<file path="config.mk">
export PLATFORM = sky130hd
export DESIGN_NAME = dic_host
export DESIGN_NICKNAME = d
export VERILOG_FILES = /design/src/include/dic_pkg.sv /design/src/core/dic_host.sv
export SDC_FILE = /design/constraint.sdc
export NUM_CORES = 1
export LEC_CHECK = 0
export BUFFER_PORTS_ARGS = -buffer_cell sky130_fd_sc_hd__buf_2
export CAP_MARGIN = 10
export CORE_MARGIN = 2
export CORE_UTILIZATION = 55
export CTS_CLUSTER_SIZE = 12
export DETAILED_ROUTE_END_ITERATION = 12
export PLACE_DENSITY_LB_ADDON = 0.08
export SETUP_SLACK_MARGIN = 0.05
export SLEW_MARGIN = 20
export SYNTH_ARGS = -nofsm -noshare
export SYNTH_HDL_FRONTEND = slang
export SYNTH_SLANG_ARGS = --single-unit
</file>
<file path="constraint.sdc">
create_clock -name clk -period 4.6 [get_ports clk]
set_input_delay 0.69 -clock clk [delete_from_list [all_inputs] [get_ports clk]]
set_output_delay 0.69 -clock clk [all_outputs]
set_load 0.05 [all_outputs]
</file>
<file path="src/include/dic_pkg.sv">
// Purpose: constants, states and command encoders for the dram init controller
// Assumes: 40 ns system clock, device clock is system clock divided by two
// Notes: times are kept in their own units, cycle counts derive from them
package dic_pkg;
   localparam int CLK_NS = 40;
   localparam int CK_DIV = 2;
   localparam int CNT_W = 13;
   localparam int CA_W = 10;
   localparam int T_CKE_LOW_NS = 100;
   localparam int T_CLK_STABLE_CK = 5;
   localparam int T_IDLE_CKE_US = 200;
   localparam int T_REINIT_US = 1;
   localparam int T_AUTO_INIT_US = 10;
   localparam int T_CAL_US = 1;
   localparam int T_MODEREG_READ_CK = 8;
   localparam int T_MODEREG_WRITE_CK = 5;
   localparam logic [CNT_W-1:0] CYC_CKE_LOW = CNT_W'((T_CKE_LOW_NS + CLK_NS - 1) / CLK_NS);
   localparam logic [CNT_W-1:0] CYC_STABLE = CNT_W'(T_CLK_STABLE_CK * CK_DIV);
   localparam logic [CNT_W-1:0] CYC_REINIT = CNT_W'((T_REINIT_US * 1000 + CLK_NS - 1) / CLK_NS);
   localparam logic [CNT_W-1:0] CYC_AUTO_INIT = CNT_W'((T_AUTO_INIT_US * 1000 + CLK_NS - 1) / CLK_NS);
   localparam logic [CNT_W-1:0] CYC_CAL = CNT_W'((T_CAL_US * 1000 + CLK_NS - 1) / CLK_NS);
   localparam logic [CNT_W-1:0] CYC_MRR = CNT_W'(T_MODEREG_READ_CK * CK_DIV);
   localparam logic [CNT_W-1:0] CYC_MRW = CNT_W'(T_MODEREG_WRITE_CK * CK_DIV);
   localparam logic [3:0] CA_OPC_MRW = 4'h0;
   localparam logic [3:0] CA_OPC_MRR = 4'h8;
   localparam logic [CA_W-1:0] CA_NOP_R = 10'h007;
   localparam logic [CA_W-1:0] CA_NOP_F = 10'h000;
   localparam logic [7:0] MA_DEV_INFO = 8'h00;
   localparam logic [7:0] MA_BURST = 8'h01;
   localparam logic [7:0] MA_LATENCY = 8'h02;
   localparam logic [7:0] MA_IO = 8'h03;
   localparam logic [7:0] MA_CAL = 8'h0A;
   localparam logic [7:0] MA_REINIT = 8'h3F;
   localparam logic [7:0] OP_CAL_INIT = 8'hFF;
   localparam logic [7:0] OP_REINIT = 8'h00;
   localparam int DAI_BIT = 0;
   localparam logic [3:0] DM_OFF = 4'hF;
   typedef enum logic [3:0] {
      S_CKE_LOW = 4'h0,
      S_STABLE = 4'h1,
      S_IDLE = 4'h3,
      S_POLL = 4'h2,
      S_CHECK = 4'h6,
      S_ZQ = 4'h7,
      S_CFG1 = 4'h5,
      S_CFG2 = 4'h4,
      S_CFG3 = 4'hC,
      S_READY = 4'hD
   } dic_state_e;
   function automatic logic [2*CA_W-1:0] dic_mrw(input logic [7:0] ma, input logic [7:0] op);
      return {op, ma[7:6], ma[5:0], CA_OPC_MRW};
   endfunction : dic_mrw
   function automatic logic [2*CA_W-1:0] dic_mrr(input logic [7:0] ma);
      return {8'h00, ma[7:6], ma[5:0], CA_OPC_MRR};
   endfunction : dic_mrr
endpackage : dic_pkg

</file>
<file path="src/core/dic_host.sv">
// Purpose: power-up sequencer and mode register access for a ddr mobile sdram
// Assumes: rst synchronous active high, clk 25 MHz, dev_ck = clk / 2
// Notes: cmd_addr_bus halves change on the same clk edge as dev_ck
// How it works
// cke low at least 100ns first
// five stable clocks before cke rises
// boot clock period within 18 to 100ns
// cke high, only nops for 200us
// then issue soft reinit mode write
// after reinit keep cke, only nops
// post reinit idle is 1us
// afterwards device takes only reads, power-down
// device clears status within max time
// auto init lasts at most 10us
// status flag is bit 0, info register
// proceed after timeout or status clear
// calibration write, then wait calibration time
// write burst, latency, io registers then
// one command per clock, both edges
// chip select, cke sampled rising edge
// four transfers per data line access
// device accepts access to other banks
// mode writes only with banks idle
// burst stop only during a burst
// only nops during mode read/write time
// respect act to act spacing
// nops to bank in auto precharge
// read/write turnaround needs burst end
// device takes mode reads while activating
// reinit is a mode write, banks idle
// write mask high inhibits, low writes
// device ignores illegal commands
`timescale 1ns/10ps
module dic_host import dic_pkg::*; #(
   parameter logic [CNT_W-1:0] IDLE_CYC = CNT_W'(T_IDLE_CKE_US * 1000 / CLK_NS)
) (
   // clock and reset
   input wire logic clk,
   input wire logic rst,
   // configuration values written at the end of init
   input wire logic [7:0] cfg_burst,
   input wire logic [7:0] cfg_latency,
   input wire logic [7:0] cfg_io,
   // user command port
   output logic init_done,
   output logic dai_timeout,
   input wire logic cmd_valid,
   output logic cmd_ready,
   input wire logic cmd_read,
   input wire logic [7:0] cmd_addr,
   input wire logic [7:0] cmd_wdata,
   // mode register read data
   output logic rd_valid,
   input wire logic rd_ready,
   output logic [7:0] rd_data,
   // device pins
   output logic dev_ck,
   output logic dev_cke,
   output logic dev_cs_n,
   output logic [CA_W-1:0] dev_cmd_addr_bus,
   output logic [3:0] dev_write_mask,
   input wire logic [7:0] dev_dq_in,
   output logic [7:0] dev_dq_out,
   output logic dev_dq_oe,
   input wire logic dev_dqs_in,
   output logic dev_dqs_out,
   output logic dev_dqs_oe
);
   dic_state_e st, next_st;
   logic ph, issue, mode_reg_read, pend, got, dai_val, dai_ok, cap, push, pop;
   logic [CNT_W-1:0] wcnt, wait_ld, ai_cnt;
   logic [2*CA_W-1:0] cmd;
   logic [CA_W-1:0] fall_q;
   logic [7:0] dq_s1, dq_s2;
   logic dqs_s1, dqs_s2, dqs_s3;
   logic [7:0] mem [2];
   logic wp, rp;
   logic [1:0] fcnt;

   // device clock divider
   always_ff @(posedge clk) begin
      if (rst) ph <= 1'b0;
      else ph <= ~ph;
   end
   assign dev_ck = ph;

   // pin synchronisers
   always_ff @(posedge clk) begin
      dq_s1 <= dev_dq_in;
      dq_s2 <= dq_s1;
      dqs_s1 <= dev_dqs_in;
      dqs_s2 <= dqs_s1;
      dqs_s3 <= dqs_s2;
   end

   // no writes issued: mask inhibits, data pins released
   assign dev_write_mask = DM_OFF;
   assign dev_dq_out = 8'h00;
   assign dev_dq_oe = 1'b0;
   assign dev_dqs_out = 1'b0;
   assign dev_dqs_oe = 1'b0;

   assign cap = pend && dqs_s2 && !dqs_s3;
   assign dai_ok = got && !dai_val;
   assign init_done = (st == S_READY);
   // only mode reads and writes are offered, so no burst, activate or stop is ever issued
   assign cmd_ready = (st == S_READY) && ph && (wcnt == '0) && !pend && (!cmd_read || fcnt != 2'h2);

   // sequencer decisions, taken once per device clock period
   always_comb begin
      next_st = st;
      issue = 1'b0;
      mode_reg_read = 1'b0;
      cmd = {CA_NOP_F, CA_NOP_R};
      wait_ld = '0;
      if (ph && wcnt == '0) begin
         case (st)
            S_CKE_LOW: begin
               next_st = S_STABLE;
               wait_ld = CYC_STABLE;
            end
            S_STABLE: begin
               next_st = S_IDLE;
               wait_ld = IDLE_CYC;
            end
            S_IDLE: begin
               issue = 1'b1;
               cmd = dic_mrw(MA_REINIT, OP_REINIT);
               next_st = S_POLL;
               wait_ld = CYC_REINIT;
            end
            S_POLL: begin
               issue = 1'b1;
               mode_reg_read = 1'b1;
               cmd = dic_mrr(MA_DEV_INFO);
               next_st = S_CHECK;
               wait_ld = CYC_MRR;
            end
            S_CHECK: begin
               if (dai_ok || ai_cnt == '0) begin
                  next_st = S_ZQ;
               end else begin
                  issue = 1'b1;
                  mode_reg_read = 1'b1;
                  cmd = dic_mrr(MA_DEV_INFO);
                  wait_ld = CYC_MRR;
               end
            end
            S_ZQ: begin
               issue = 1'b1;
               cmd = dic_mrw(MA_CAL, OP_CAL_INIT);
               next_st = S_CFG1;
               wait_ld = CYC_CAL;
            end
            S_CFG1: begin
               issue = 1'b1;
               cmd = dic_mrw(MA_BURST, cfg_burst);
               next_st = S_CFG2;
               wait_ld = CYC_MRW;
            end
            S_CFG2: begin
               issue = 1'b1;
               cmd = dic_mrw(MA_LATENCY, cfg_latency);
               next_st = S_CFG3;
               wait_ld = CYC_MRW;
            end
            S_CFG3: begin
               issue = 1'b1;
               cmd = dic_mrw(MA_IO, cfg_io);
               next_st = S_READY;
               wait_ld = CYC_MRW;
            end
            S_READY: begin
               if (cmd_valid && cmd_ready) begin
                  issue = 1'b1;
                  mode_reg_read = cmd_read;
                  cmd = cmd_read ? dic_mrr(cmd_addr) : dic_mrw(cmd_addr, cmd_wdata);
                  wait_ld = cmd_read ? CYC_MRR : CYC_MRW;
               end
            end
            default: next_st = S_CKE_LOW;
         endcase
      end
   end

   always_ff @(posedge clk) begin
      if (rst) st <= S_CKE_LOW;
      else st <= next_st;
   end

   // wait timer gating every command
   always_ff @(posedge clk) begin
      if (rst) wcnt <= CYC_CKE_LOW;
      else if (ph && wcnt == '0) wcnt <= wait_ld;
      else if (wcnt != '0) wcnt <= wcnt - 1'b1;
   end

   // auto init limit from the reinit command
   always_ff @(posedge clk) begin
      if (rst) ai_cnt <= CYC_AUTO_INIT;
      else if (st == S_IDLE && issue) ai_cnt <= CYC_AUTO_INIT;
      else if (ai_cnt != '0) ai_cnt <= ai_cnt - 1'b1;
   end

   // clock enable, raised once and then held
   always_ff @(posedge clk) begin
      if (rst) dev_cke <= 1'b0;
      else if (st == S_STABLE && next_st == S_IDLE) dev_cke <= 1'b1;
   end

   // command pins: rising half while ck low, falling half while ck high
   always_ff @(posedge clk) begin
      if (rst) begin
         dev_cs_n <= 1'b1;
         dev_cmd_addr_bus <= CA_NOP_R;
         fall_q <= CA_NOP_F;
      end else if (ph) begin
         dev_cs_n <= ~issue;
         dev_cmd_addr_bus <= cmd[CA_W-1:0];
         fall_q <= cmd[2*CA_W-1:CA_W];
      end else begin
         dev_cmd_addr_bus <= fall_q;
      end
   end

   // mode read capture and status flag
   always_ff @(posedge clk) begin
      if (rst) begin
         pend <= 1'b0;
         got <= 1'b0;
         dai_val <= 1'b1;
         dai_timeout <= 1'b0;
      end else begin
         if (issue && mode_reg_read) begin
            pend <= 1'b1;
            got <= 1'b0;
         end else if (cap || wcnt == '0) begin
            pend <= 1'b0;
         end
         if (cap) begin
            got <= 1'b1;
            dai_val <= dq_s2[DAI_BIT];
         end
         if (st == S_CHECK && next_st == S_ZQ && !dai_ok) dai_timeout <= 1'b1;
      end
   end

   // two entry read data buffer
   assign push = cap && (st == S_READY);
   assign pop = rd_valid && rd_ready;
   assign rd_valid = (fcnt != 2'h0);
   assign rd_data = mem[rp];
   always_ff @(posedge clk) begin
      if (rst) begin
         wp <= 1'b0;
         rp <= 1'b0;
         fcnt <= 2'h0;
      end else begin
         if (push) wp <= ~wp;
         if (pop) rp <= ~rp;
         fcnt <= fcnt + {1'b0, push} - {1'b0, pop};
      end
   end
   always_ff @(posedge clk) begin
      if (push) mem[wp] <= dq_s2;
   end

   // checking helpers
   logic [CNT_W-1:0] low_cnt, hi_cnt, gap, need;
   logic [3:0] ck_cnt;
   logic seen, cmd_start;
   logic [2*CA_W-1:0] reinit_cmd;
   assign reinit_cmd = dic_mrw(MA_REINIT, OP_REINIT);
   assign cmd_start = !dev_cs_n && !ph;
   always_ff @(posedge clk) begin
      if (rst) begin
         low_cnt <= '0;
         hi_cnt <= '0;
         ck_cnt <= 4'h0;
         gap <= '0;
         need <= '0;
         seen <= 1'b0;
      end else begin
         if (!dev_cke && low_cnt != '1) low_cnt <= low_cnt + 1'b1;
         if (dev_cke && hi_cnt != '1) hi_cnt <= hi_cnt + 1'b1;
         if (ph && ck_cnt != 4'hF) ck_cnt <= ck_cnt + 4'h1;
         if (cmd_start) begin
            gap <= CNT_W'(1);
            seen <= 1'b1;
            need <= !seen ? CYC_REINIT : (dev_cmd_addr_bus[3:0] == CA_OPC_MRR) ? CYC_MRR : CYC_MRW;
         end else if (gap != '1) begin
            gap <= gap + 1'b1;
         end
      end
   end

   a_cke_low_time:
   assert property (@(posedge clk) disable iff (rst) $rose(dev_cke) |-> low_cnt >= CYC_CKE_LOW)
      else $error("cke raised too early");
   a_clk_stable:
   assert property (@(posedge clk) disable iff (rst) $rose(dev_cke) |-> ck_cnt >= T_CLK_STABLE_CK)
      else $error("too few clocks before cke");
   a_boot_period:
   assert property (@(posedge clk) disable iff (rst) !rst |=> dev_ck != $past(dev_ck))
      else $error("device clock not toggling");
   a_idle_nop:
   assert property (@(posedge clk) disable iff (rst) !dev_cs_n |-> dev_cke && hi_cnt >= IDLE_CYC)
      else $error("command during cke idle time");
   a_first_reinit:
   assert property (@(posedge clk) disable iff (rst)
      cmd_start && !seen |-> dev_cmd_addr_bus == reinit_cmd[CA_W-1:0]
      ##1 dev_cmd_addr_bus == reinit_cmd[2*CA_W-1:CA_W])
      else $error("first command is not reinit");
   a_cmd_spacing:
   assert property (@(posedge clk) disable iff (rst) cmd_start && seen |-> gap >= need)
      else $error("command inside wait time");
   a_cke_held:
   assert property (@(posedge clk) disable iff (rst) dev_cke |=> dev_cke)
      else $error("cke dropped");
   a_dai_wait:
   assert property (@(posedge clk) disable iff (rst)
      st == S_CHECK && next_st == S_ZQ |-> dai_ok || ai_cnt == '0)
      else $error("calibration before auto init done");
   a_mask_idle:
   assert property (@(posedge clk) disable iff (rst) !dev_dq_oe |-> dev_write_mask == DM_OFF)
      else $error("write mask not inhibiting");
   a_cfg_order:
   assert property (@(posedge clk) disable iff (rst) $rose(init_done) |-> $past(st) == S_CFG3)
      else $error("ready without configuration");
endmodule : dic_host

</file>
Word level (Yosys, flattened, before mapping)
Memory sizes are Yosys's and may differ from the RTL's. A register that Yosys moved wholly into a read port is not among the register bits.
Index checks and enable logic that the tools add are counted.
{"block": "totals", "elab_cells": 108, "out_inout_bits": 40, "inputBits": 54, "memories": 1, "register_bits": 80, "ram_bits": 16}
{"block": "op_classes", "n_eq_ne": 12, "n_addsub": 4, "bitwise": 4, "mux": 30, "reduce_logical": 37}
{"memory": "mem", "depth": 2, "width": 8, "read_ports": 1, "rd_ports_with_merged_regs": 1, "wr": 1, "line_no": "dic_host.sv:76", "text": "logic [7:0] mem [2];"}
{"cell": "$pmux W20 S8", "n": 1}
{"cell": "$pmux W13 S6", "n": 1}
{"cell": "$mux W20", "n": 3}
{"cell": "$pmux W4 S10", "n": 1}
{"cell": "$logic_not A13 Y1", "n": 2}
{"cell": "$mux W13", "n": 2}
{"cell": "$reduce_bool A13 Y1", "n": 2}
{"cell": "$sub A13 B1 Y13 const B", "n": 2}
{"cell": "$eq A4 B3 Y1 const B", "n": 5}
{"cell": "$logic_and A1 B1 Y1", "n": 16}
{"cell": "$mux W5", "n": 3}
{"cell": "$mux W1", "n": 13}
{"cell": "$eq A4 B2 Y1 const B", "n": 3}
{"cell": "$mux W4", "n": 3}
{"cell": "$mux W10", "n": 1}
{"cell": "$eq A4 B4 Y1 const B", "n": 2}
{"cell": "$reduce_bool A2 Y1", "n": 4}
{"cell": "$pmux W1 S3", "n": 2}
{"cell": "$reduce_or A6 Y1", "n": 1}
{"cell": "$logic_not A1 Y1", "n": 5}
{"cell": "$eq A4 B1 Y1 const B", "n": 1}
{"cell": "$logic_not A4 Y1", "n": 1}
{"cell": "$not A1 Y1", "n": 4}
{"cell": "$reduce_or A2 Y1", "n": 2}
{"cell": "5 further kinds", "n": 7}

Depth between registers and ports, before layout
Gate-level depths: netlist of the first run.
{"block": "depth", "word_depth": 12, "depth_mapped": 8, "ltp_nobuf": 8}

Least setup slack after synthesis of the first run
No wires, ideal clock.
{"block": "synth_timing", "kind": "reg2out", "start": "reg wcnt[2]", "end": "out cmd_ready", "t_arrival_ns": 2.036, "stages_incl_launch_ff": 5, "required_ns": 3.910, "slack_ns": 1.874, "path_buffers": 1, "cell_sequence": "dfxtp_1 > buf_6 > or4_4 > nor4_1 > and3_1"}
{"block": "synth_between", "elab_chain_len": 4}
{"item": "start, declared", "line_no": "dic_host.sv:71", "text": "logic [CNT_W-1:0] wcnt, wait_ld, ai_cnt;"}
{"item": "start signal, assigned", "line_no": "dic_host.sv:194", "text": "else if (ph && wcnt == '0) wcnt <= wait_ld;"}
{"item": "start signal, assigned", "line_no": "dic_host.sv:195", "text": "else if (wcnt != '0) wcnt <= wcnt - 1'b1;"}
{"item": "$logic_not A13 Y1", "line_no": "dic_host.sv:107", "text": "assign cmd_ready = (st == S_READY) && ph && (wcnt == '0) && !pend && (!cmd_read || fcnt != 2'h2);"}
{"item": "$logic_and A1 B1 Y1 (3 in a row)", "line_no": "dic_host.sv:107"}
{"item": "end, declared", "line_no": "dic_host.sv:48", "text": "output logic cmd_ready,"}
Every way passes these cells.

Final worst setup path of the first run
Ends and elaborated chain as after synthesis.

==> implementation parameters, run 1 <==
Parameter                              Value

Floorplan
  Floorplan die area    8460 µm²
  Starting Density    0.559
  Count of boundary I/O pins    94
  Height of the die    92.0 µm
  Site row count    32
  Die span in x    92.0 µm
  Core footprint    7610 µm²

Place
  Placed Area    4620 µm²
  Detailed placement HPWL    6680 µm
  Gp weighted congestion    0.821
  Total placed cells including tap cells    621
  Buffers on Ports    78

STA
  Final slew viol count    0
  Setup tns final    0 ns
  Upper clock frequency limit    0.302 GHz
  Final hold violation count    0
  Worst-case clock skew    0.00840 ns
  # setup viols final    0
  Shortest period the worst path allows    3.31 ns
  Fin Hold WS    0.330 ns
  Slew headroom    0.421
  Transition time at the pin with the least slew margin    0.861 ns
  Unrepaired setup endpoints after global routing    no
  Period Utilization, post-route    0.720

Worst setup path
  Maximum fanout encountered on the critical timing path    9
  Largest delay share family, worst path    simple AND/OR/NAND/NOR gates
  CP Cell Sequence    or4_4 > nor4_1 > and3_1 > buf_2
  Slowest cell on crit path    nor4_1
  CP required    3.91 ns
  Category of the worst setup path capture point    output port
  Number of buffer and inverter instances along the worst setup path    1
  Startpoint types    flop
  Worst Setup Path Type    reg -> out
  Signal arrival time at the worst endpoint    2.62 ns
  Longest individual stage delay on the worst path    0.73 ns

Final layout
  Post-synthesis to final-layout area growth    14.0%
  NumNets Final    590
  # fillers    672
  Final cell count without fillers    637
  Reg area    2100 µm²
  Commonest non-fill, non-tap cell in the layout    dfxtp_1
  Proportion of layout cells with a drive suffix above 1    0.213
  Combined area of the multi-input logic cells    1950 µm²
  Final Cell Area    4850 µm²
  Commonest cells after routing, fill and taps aside    81 x dfxtp_1, 78 x buf_2, 48 x nor2_1
  Diode count    0

Clocking
  H-tree levels    3
  CTS resizes    0
  TritonCTS sink count    97
  CTS buffer count    9
  Clk slew on worst S/H paths    0.10 ns
  Hold buffer count at cts    0
  Post-CTS setup buffer count    0
  Clock latency of the later-clocked register in the worst-skew pair    0.37 ns
  Maximum clock path buffer count    2
  TritonCTS clock tree    yes
  CTS Root Buffer Type    clkbuf_8

Route
  Vias after detailed routing    3,530
  DRT Wirelength    9450 µm
  Remaining number of nets flagged by the antenna check after routing    0
  1st-pass router iterations    5
  Post-detailed-route DRC marker count    0
  Number of DRC violations after detailed-routing iteration 0    209
  Wire length per cell    14.8 µm
  Ratio of routed vias to standard cells    5.54

Power
  Power Internal    1.38 mW
  Part of the total power dissipated in sequential elements    0.482
  Design Power    2.09 mW
  Power per standard cell area    432 nW/µm²
  Clk network pwr share    0.286
  Switching power of the nets    0.710 mW
  Worst IR drop on VDD    173 µV
  Static Leakage    1.98 nW
  Fraction of power consumed by combinational cells    0.232
  Switching share of power    0.339

Yosys
  Number of synthesized flops with an enable pin    16
  Number of distinct library cell variants in the gate-level netlist after synthesis    53
  Async SR Flop Fraction    0
  Post-synthesis sequential area ratio    0.494
  Post-synthesis register bit count    97
  Syn. warnings    0
  Post-synthesis cell area    4260 µm²
  Synth Area per Inst    9.21 µm²
  Main flop type after synthesis    dfxtp_1
  Post-Syn Instances    462

Flow run
  Maximum capacitance violations    0

Global route
  Largest net degree at the start of global routing    39
  GRT overflow    0
  Number of global-route vias before repair    3,404
  Global-route wire length before repair    16,100 µm
  GRT Total Usage    0.239
  Antenna violations before repair    0

Outcome
  Run status    complete, no violations

Worst hold path
  Hold/Removal Path Class    reg -> reg
## cell usage after synthesis, types with 3 or more instances
library cell,number,area (µm²)
o21ai_0,21,105
o22ai_1,4,25.0
nor2_1,48,180
or4_4,3,33.8
buf_4,16,120
xnor2_1,10,87.6
a31oi_1,7,43.8
a21o_1,8,60.1
nand3b_1,6,45.0
ha_1,6,75.1
o31a_1,7,61.3
inv_1,14,52.6
a21oi_1,35,175
nor2b_1,6,37.5
mux2_2,9,101
nor4_1,7,43.8
a211oi_1,4,30.0
and3_1,4,25.0
nand2b_1,11,68.8
nand4_1,9,56.3
xor2_1,5,43.8
buf_1,3,11.3
dfxtp_1,81,1620
nand2_1,41,154
edfxtp_1,16,480
nor3_1,20,100
nand3_1,7,35.0
clkbuf_1,14,52.6
or3_1,4,25.0
a22oi_1,3,22.5
## metrics by stage
step                 util  setup slack [ns]
floorplan               -              1.87
global placement    0.608              1.78
detailed placement  0.608              1.72
CTS                 0.636              1.31
global route        0.638              1.06
finish              0.638              1.29
## worst register-to-register path: cells and delay by family (launching register included)
kind	cells	cell delay (ns)
AOI/OAI and AO/OA	1	0.56
and+or+nand+nor	4	1.81
DFF	1	0.40
## registers in the layout, summed over array words and instances, names as in the netlist, 4 cells and up, named ones only
name	flops
fall_q	10
ai_cnt	13
dev_cmd_addr_bus	10
dq_s1	8
dq_s2	8
mem	16
wcnt	13
st	4
## worst paths after layout
check | startpoint | endpoint | slack (ns) | depth (start not counted)
setup reg to reg | wcnt[2] | dev_cmd_addr_bus[0] | 1.70 | 5
setup / recovery | wcnt[2] | cmd_ready | 1.29 | 4
hold reg to reg | dq_s1[2] | dq_s2[2] | 0.33 | 0
hold / removal | dq_s1[2] | dq_s2[2] | 0.33 | 0
## metal layers
layer / up-vias / wire length [µm] / global-route usage
met5: - / 0 / 0
met4: 0 / 191 / 0.0833
met3: 18 / 637 / 0.0608
met2: 115 / 4380 / 0.377
met1: 1648 / 4240 / 0.320
li1: 1749 / - / -
## area by class of cell
class | count | share of cell area
clock inverters | 7 | 0.0193
flip-flops and latches | 97 | 0.433
multi-input cells | 329 | 0.403
well taps | 102 | 0.0263
repair buffers | 79 | 0.0820
clock buffers | 9 | 0.0255
inverters | 14 | 0.0108
## kinds of logic (layout without fill, tap and decap cells)
kind of cell	after synthesis	count (layout)	share of synthesized area
DFF	97	97	0.494
other	2	15	0.00176
AOI/OAI and AO/OA	101	101	0.147
xor gates and xnor gates	15	15	0.0309
buffers and inverters	49	109	0.0609
muxes	11	11	0.0285
adders and majority gates	6	6	0.0176
and+or+nand+nor	181	181	0.220
## power groups by stage
| stage | clock network [mW] | logic (mW) | registers [mW] |
|---|---|---|---|
| global placement | 0 | 0.472 | 1.02 |
| global route | 0.654 | 0.543 | 1.02 |
| finish | 0.600 | 0.485 | 1.01 |
| CTS | 0.612 | 0.482 | 1.01 |
| detailed placement | 0 | 0.478 | 1.03 |
| floorplan | 0 | 0.408 | 0.997 |
Note: power is estimated with default switching activity, not from simulation.
==> run 2, diff against run 1 <==
--- a/config.mk
+++ b/config.mk
@@ -8,7 +8,7 @@
 export BUFFER_PORTS_ARGS = -buffer_cell sky130_fd_sc_hd__buf_2
 export CAP_MARGIN = 10
 export CORE_MARGIN = 2
-export CORE_UTILIZATION = 55
+export CORE_UTILIZATION = 54
 export CTS_CLUSTER_SIZE = 12
 export DETAILED_ROUTE_END_ITERATION = 12
 export PLACE_DENSITY_LB_ADDON = 0.08
==> constraint.sdc (replaced) <==
create_clock -name clk -period 3.5 [get_ports clk]
set_input_delay 0.525 -clock clk [delete_from_list [all_inputs] [get_ports clk]]
set_output_delay 0.525 -clock clk [all_outputs]
set_load 0.05 [all_outputs]
==> run 2 against run 1 <==
Flip-flop and latch count unchanged. Hold slack got worse by 0.082 ns. Critical endpoint unchanged. First-iteration DRC count is 26% lower. Critical path type unchanged. Highest routed layer unchanged.
==> implementation parameters, run 2 (synthesis results as in run 1) <==
Parameter                              Value

Clocking
  TritonCTS sink count    97
  CTS resizes    0
  CTS Root Buffer Type    clkbuf_8
  TritonCTS clock tree    yes
  Clock latency of the later-clocked register in the worst-skew pair    0.37 ns
  Post-CTS setup buffer count    0
  Hold buffer count at cts    0
  Clk slew on worst S/H paths    0.11 ns
  H-tree levels    3
  Maximum clock path buffer count    2
  CTS buffer count    9

Global route
  Number of global-route vias before repair    3,334
  Largest net degree at the start of global routing    39
  Global-route wire length before repair    15,900 µm
  GRT Total Usage    0.235
  Antenna violations before repair    0
  GRT overflow    0

Worst hold path
  Number of stages on the worst hold path    1
  Hold/Removal Path Class    in -> reg

Power
  Worst IR drop on VDD    245 µV
  Static Leakage    2.00 nW
  Power per standard cell area    557 nW/µm²

Worst setup path
  CP Cell Sequence    inv_1 > nand4_1 > inv_1 > and3_1 > and3_1 > buf_2
  Largest delay share family, worst path    buffers and inverters
  CP required    2.97 ns
  Slowest cell on crit path    dfxtp_1
  Stages on the worst setup path    6
  Maximum fanout encountered on the critical timing path    13
  Category of the worst setup path capture point    output port
  Number of cells on the worst reg-to-reg path    7
  Number of buffer and inverter instances along the worst setup path    3
  Worst Setup Path Type    reg -> out
  Signal arrival time at the worst endpoint    2.21 ns
  Startpoint types    flop
  Longest individual stage delay on the worst path    0.44 ns

Route
  DRT Wirelength    9700 µm
  Wire length per cell    15.1 µm
  Ratio of routed vias to standard cells    5.53
  Post-detailed-route DRC marker count    0
  1st-pass router iterations    5
  Number of DRC violations after detailed-routing iteration 0    154
  Remaining number of nets flagged by the antenna check after routing    0
  Vias after detailed routing    3,556

STA
  Transition time at the pin with the least slew margin    0.707 ns
  Shortest period the worst path allows    2.74 ns
  Final slew viol count    0
  Setup tns final    0 ns
  Worst-case clock skew    0.00785 ns
  Setup WS post-layout    0.764 ns
  Slew headroom    0.524
  Unrepaired setup endpoints after global routing    no
  Upper clock frequency limit    0.365 GHz
  Period Utilization, post-route    0.782
  Final hold violation count    0
  Fin Hold WS    0.248 ns
  # setup viols final    0

Floorplan
  Die span in x    92.8 µm
  Core footprint    7690 µm²
  Site row count    32
  Height of the die    92.8 µm
  Starting Density    0.554
  Floorplan die area    8610 µm²
  Count of boundary I/O pins    94

Final layout
  NumNets Final    596
  Core occupancy in the finished layout    0.632
  Largest register FFs    16
  Diode count    0
  Proportion of layout cells with a drive suffix above 1    0.218
  Commonest cells after routing, fill and taps aside    81 x dfxtp_1, 78 x buf_2, 48 x nor2_1
  Regs by FF count    mem: 16 flops, ai_cnt: 13 flops, wcnt: 13 flops
  Post-synthesis to final-layout area growth    14.3%
  Commonest non-fill, non-tap cell in the layout    dfxtp_1
  Largest register by flop count    mem

Outcome
  Run status    complete, no violations

Place
  Detailed placement HPWL    6930 µm
  Gp weighted congestion    0.842
  Worst setup timing slack at the placement stage    0.990 ns
  Buffers on Ports    78

Flow run
  Maximum capacitance violations    0
==> run 2: cell types whose count changed in the layout (fill, tap and decap cells not counted), sizes merged <==
cell	before	now
buf	79	85
bufinv	1	0
clkinv	0	1
==> run 2: final timing paths <==
path	start	to	slack (ns)
max	st[1]	cmd_ready	0.76
min	dev_dq_in[3]	dq_s1[3]	0.25
max reg2reg	wcnt[0]	ai_cnt[6]	0.96
min reg2reg	dq_s1[1]	dq_s2[1]	0.34
==> run 2: per-stage QoR <==
step	total power [mW]	cell area, µm²	std cells
floorplan	1.85	4300	475
global placement	2.00	4670	627
detailed placement	2.01	4670	627
CTS	2.72	4860	643
global route	2.87	4860	643
finish	2.71	4860	643
==> run 2: where the power goes <==
part | internal [mW] | switching, mW | total [mW]
clock network | 0.282 | 0.433 | 0.716
logic | 0.277 | 0.401 | 0.678
registers | 1.22 | 0.100 | 1.32
total | 1.78 | 0.935 | 2.71
==> run 2: cell type report <==
cell class	count	area, µm²
fillers	695	2830
clock inverters	7	70.1
multi-input cells	329	1940
well taps	102	128
inverters	14	52.6
flip-flops and latches	97	2100
clock buffers	9	124
repair buffers	85	443
==> run 2: per-layer routing <==
metal  part of all wire  track usage  vias up
li1                   -            -     1760
met1               0.45        0.312     1653
met2               0.47        0.370      132
met3              0.072       0.0659       11
met4              0.013       0.0784        0
met5                  0            0        -
==> run 3, diff against run 2 <==
--- a/config.mk
+++ b/config.mk
@@ -5,10 +5,11 @@
 export SDC_FILE = /design/constraint.sdc
 export NUM_CORES = 1
 export LEC_CHECK = 0
+export ABC_AREA = 1
 export BUFFER_PORTS_ARGS = -buffer_cell sky130_fd_sc_hd__buf_2
 export CAP_MARGIN = 10
 export CORE_MARGIN = 2
-export CORE_UTILIZATION = 54
+export CORE_UTILIZATION = 49
 export CTS_CLUSTER_SIZE = 12
 export DETAILED_ROUTE_END_ITERATION = 12
 export PLACE_DENSITY_LB_ADDON = 0.08
==> constraint.sdc (replaced) <==
create_clock -name clk -period 2.2 [get_ports clk]
set_input_delay 0.33 -clock clk [delete_from_list [all_inputs] [get_ports clk]]
set_output_delay 0.33 -clock clk [all_outputs]
set_load 0.05 [all_outputs]
==> run 3 against run 2 <==
Clock power is 56% higher. Non-clock buffer count grew 9. Hold slack worse by 0.20 ns. Largest power group unchanged. Critical endpoint unchanged.
==> implementation parameters, run 3 <==
Parameter                              Value

Outcome
  Run status    complete, no violations

Power
  Static Leakage    2.46 nW
  Worst IR drop on VDD    347 µV
  Power per standard cell area    760 nW/µm²

Place
  Gp weighted congestion    0.885
  Total placed cells including tap cells    737
  Detailed placement HPWL    7130 µm
  Buffers on Ports    78
  Placed Area    4960 µm²

STA
  Fin Hold WS    0.0494 ns
  Final slew viol count    0
  # setup viols final    0
  Period Utilization, post-route    0.919
  Worst-case clock skew    0.0162 ns
  Setup tns final    0 ns
  Shortest period the worst path allows    2.02 ns
  Unrepaired setup endpoints after global routing    no
  Final hold violation count    0
  Upper clock frequency limit    0.495 GHz

Clocking
  Clock latency of the later-clocked register in the worst-skew pair    0.37 ns
  TritonCTS sink count    97
  Maximum clock path buffer count    2
  H-tree levels    3
  CTS buffer count    9
  CTS Root Buffer Type    clkbuf_8
  Clk slew on worst S/H paths    0.10 ns
  TritonCTS clock tree    yes
  Hold buffer count at cts    0

Floorplan
  Core footprint    8810 µm²
  Starting Density    0.509
  Floorplan die area    9940 µm²
  Count of boundary I/O pins    94
  Site row count    34
  Height of the die    99.7 µm
  Die span in x    99.7 µm

Route
  Post-detailed-route DRC marker count    0
  Wire length per cell    12.5 µm
  Highest signal layer in the routed design    met4
  Remaining number of nets flagged by the antenna check after routing    0
  Wire length on met1    4560 µm
  Met2 routed WL    4330 µm
  Vias after detailed routing    3,706
  DRT Wirelength    9460 µm
  Ratio of routed vias to standard cells    4.89
  Detailed route wirelength on metal3    495 µm
  1st-pass router iterations    5
  Number of DRC violations after detailed-routing iteration 0    125

Global route
  Global-route wire length before repair    15,900 µm
  Number of global-route vias before repair    3,485
  GRT Total Usage    0.200
  GRT overflow    0
  Largest net degree at the start of global routing    31
  Antenna violations before repair    0

Final layout
  Diode count    0
  Core occupancy in the finished layout    0.593
  Post-synthesis to final-layout area growth    16.4%
  NumNets Final    705
  Final cell count without fillers    758
  Largest register FFs    16
  Regs by FF count    mem: 16 flops, ai_cnt: 13 flops, wcnt: 13 flops
  Commonest cells after routing, fill and taps aside    122 x nand2_1, 77 x dfxtp_1, 77 x buf_2
  # fillers    806
  Proportion of layout cells with a drive suffix above 1    0.249
  Commonest non-fill, non-tap cell in the layout    nand2_1
  Final Cell Area    5220 µm²
  Largest register by flop count    mem

Yosys
  Most numerous cell in the Yosys netlist    nand2_1
  Library cell with the largest summed area after synthesis    dfxtp_1
  Syn. warnings    0
  Post-synthesis register bit count    97
  Async SR Flop Fraction    0
  Main flop type after synthesis    dfxtp_1
  Leading post-synthesis cells by instance count    122 x nand2_1, 81 x dfxtp_1, 59 x nor2_1
  Largest cells by area after synthesis    dfxtp_1 36%, edfxtp_1 11%, nand2_1 10%
  Number of distinct library cell variants in the gate-level netlist after synthesis    43
  Post-Syn Instances    555
  Post-synthesis cell area    4490 µm²
  Post-synthesis sequential area ratio    0.469
  Number of synthesized flops with an enable pin    16
  Top cell type's share of synthesized area    0.362
  Synth Area per Inst    8.08 µm²

Worst setup path
  CP Cell Sequence    inv_2 > ha_4 > inv_2 > nor2_2 > nand2_1 > nor2_2 > nand3_2 > nor2_4 > buf_8
  Slowest cell on crit path    dfxtp_2
  CP required    1.87 ns
  Category of the worst setup path capture point    output port
  Longest individual stage delay on the worst path    0.34 ns
  Signal arrival time at the worst endpoint    1.69 ns
  Number of buffer and inverter instances along the worst setup path    3
  Largest delay share family, worst path    simple AND/OR/NAND/NOR gates
  Maximum fanout encountered on the critical timing path    3
  Worst Setup Path Type    reg -> out
  Startpoint types    flop

Worst hold path
  Hold/Removal Path Class    in -> reg

Flow run
  Maximum capacitance violations    0
-- run 3: cell families (layout without fill, tap and decap cells) --
kind of cell	after synthesis	in the layout	share of synthesized area
AOI/OAI and AO/OA	66	66	0.0784
xor gates and xnor gates	20	20	0.0391
adders and majority gates	6	6	0.0167
buffers and inverters	90	172	0.0932
DFF	97	97	0.469
muxes	9	9	0.0223
other	2	15	0.00167
and+or+nand+nor	265	265	0.280
-- run 3: per-stage QoR --
step | setup slack [ns] | power [mW]
finish | 0.179 | 3.97
global route | 0.0499 | 4.19
CTS | 0.0625 | 3.95
detailed placement | 0.277 | 2.84
global placement | 0.281 | 2.83
floorplan | 0.0533 | 2.67
-- run 3: area by class of cell --
| type | count | area [µm²] | area share |
|---|---|---|---|
| flip-flops and latches | 97 | 2110 | 0.404 |
| multi-input cells | 381 | 2030 | 0.389 |
| repair buffers | 94 | 520 | 0.0997 |
| inverters | 62 | 235 | 0.0451 |
| clock buffers | 10 | 138 | 0.0264 |
| well taps | 108 | 135 | 0.0259 |
| clock inverters | 6 | 55.1 | 0.0105 |
-- run 3: what timing repair did --
action,in CTS,in global routing
endpoints found under the hold margin,0,0
endpoints found under the setup margin,1,1
pin swaps,1,5
gates resized for setup,2,12
buffers inserted,1,4
-- run 3: final timing paths --
path / from / endpoint / slack, ns / depth (start not counted)
setup / recovery: wcnt[1] / cmd_ready / 0.18 / 9
hold / removal: dev_dq_in[0] / dq_s1[0] / 0.05 / 1
setup reg to reg: wcnt[1] / dev_cmd_addr_bus[3] / 0.35 / 13
hold reg to reg: dq_s1[7] / dq_s2[7] / 0.33 / 0
-- run 3: per-layer routing --
metal,track usage,vias to the layer above
met5,0,-
met4,0.0421,0
met3,0.0576,11
met2,0.317,100
met1,0.272,1664
li1,-,1931
-- run 3: report_power, final --
part | switching [mW] | internal (mW) | leakage [nW] | total [mW]
clock network | 0.657 | 0.468 | 0.100 | 1.12
logic | 0.542 | 0.302 | 1.56 | 0.844
registers | 0.0931 | 1.91 | 0.808 | 2.00
total | 1.29 | 2.68 | 2.46 | 3.97
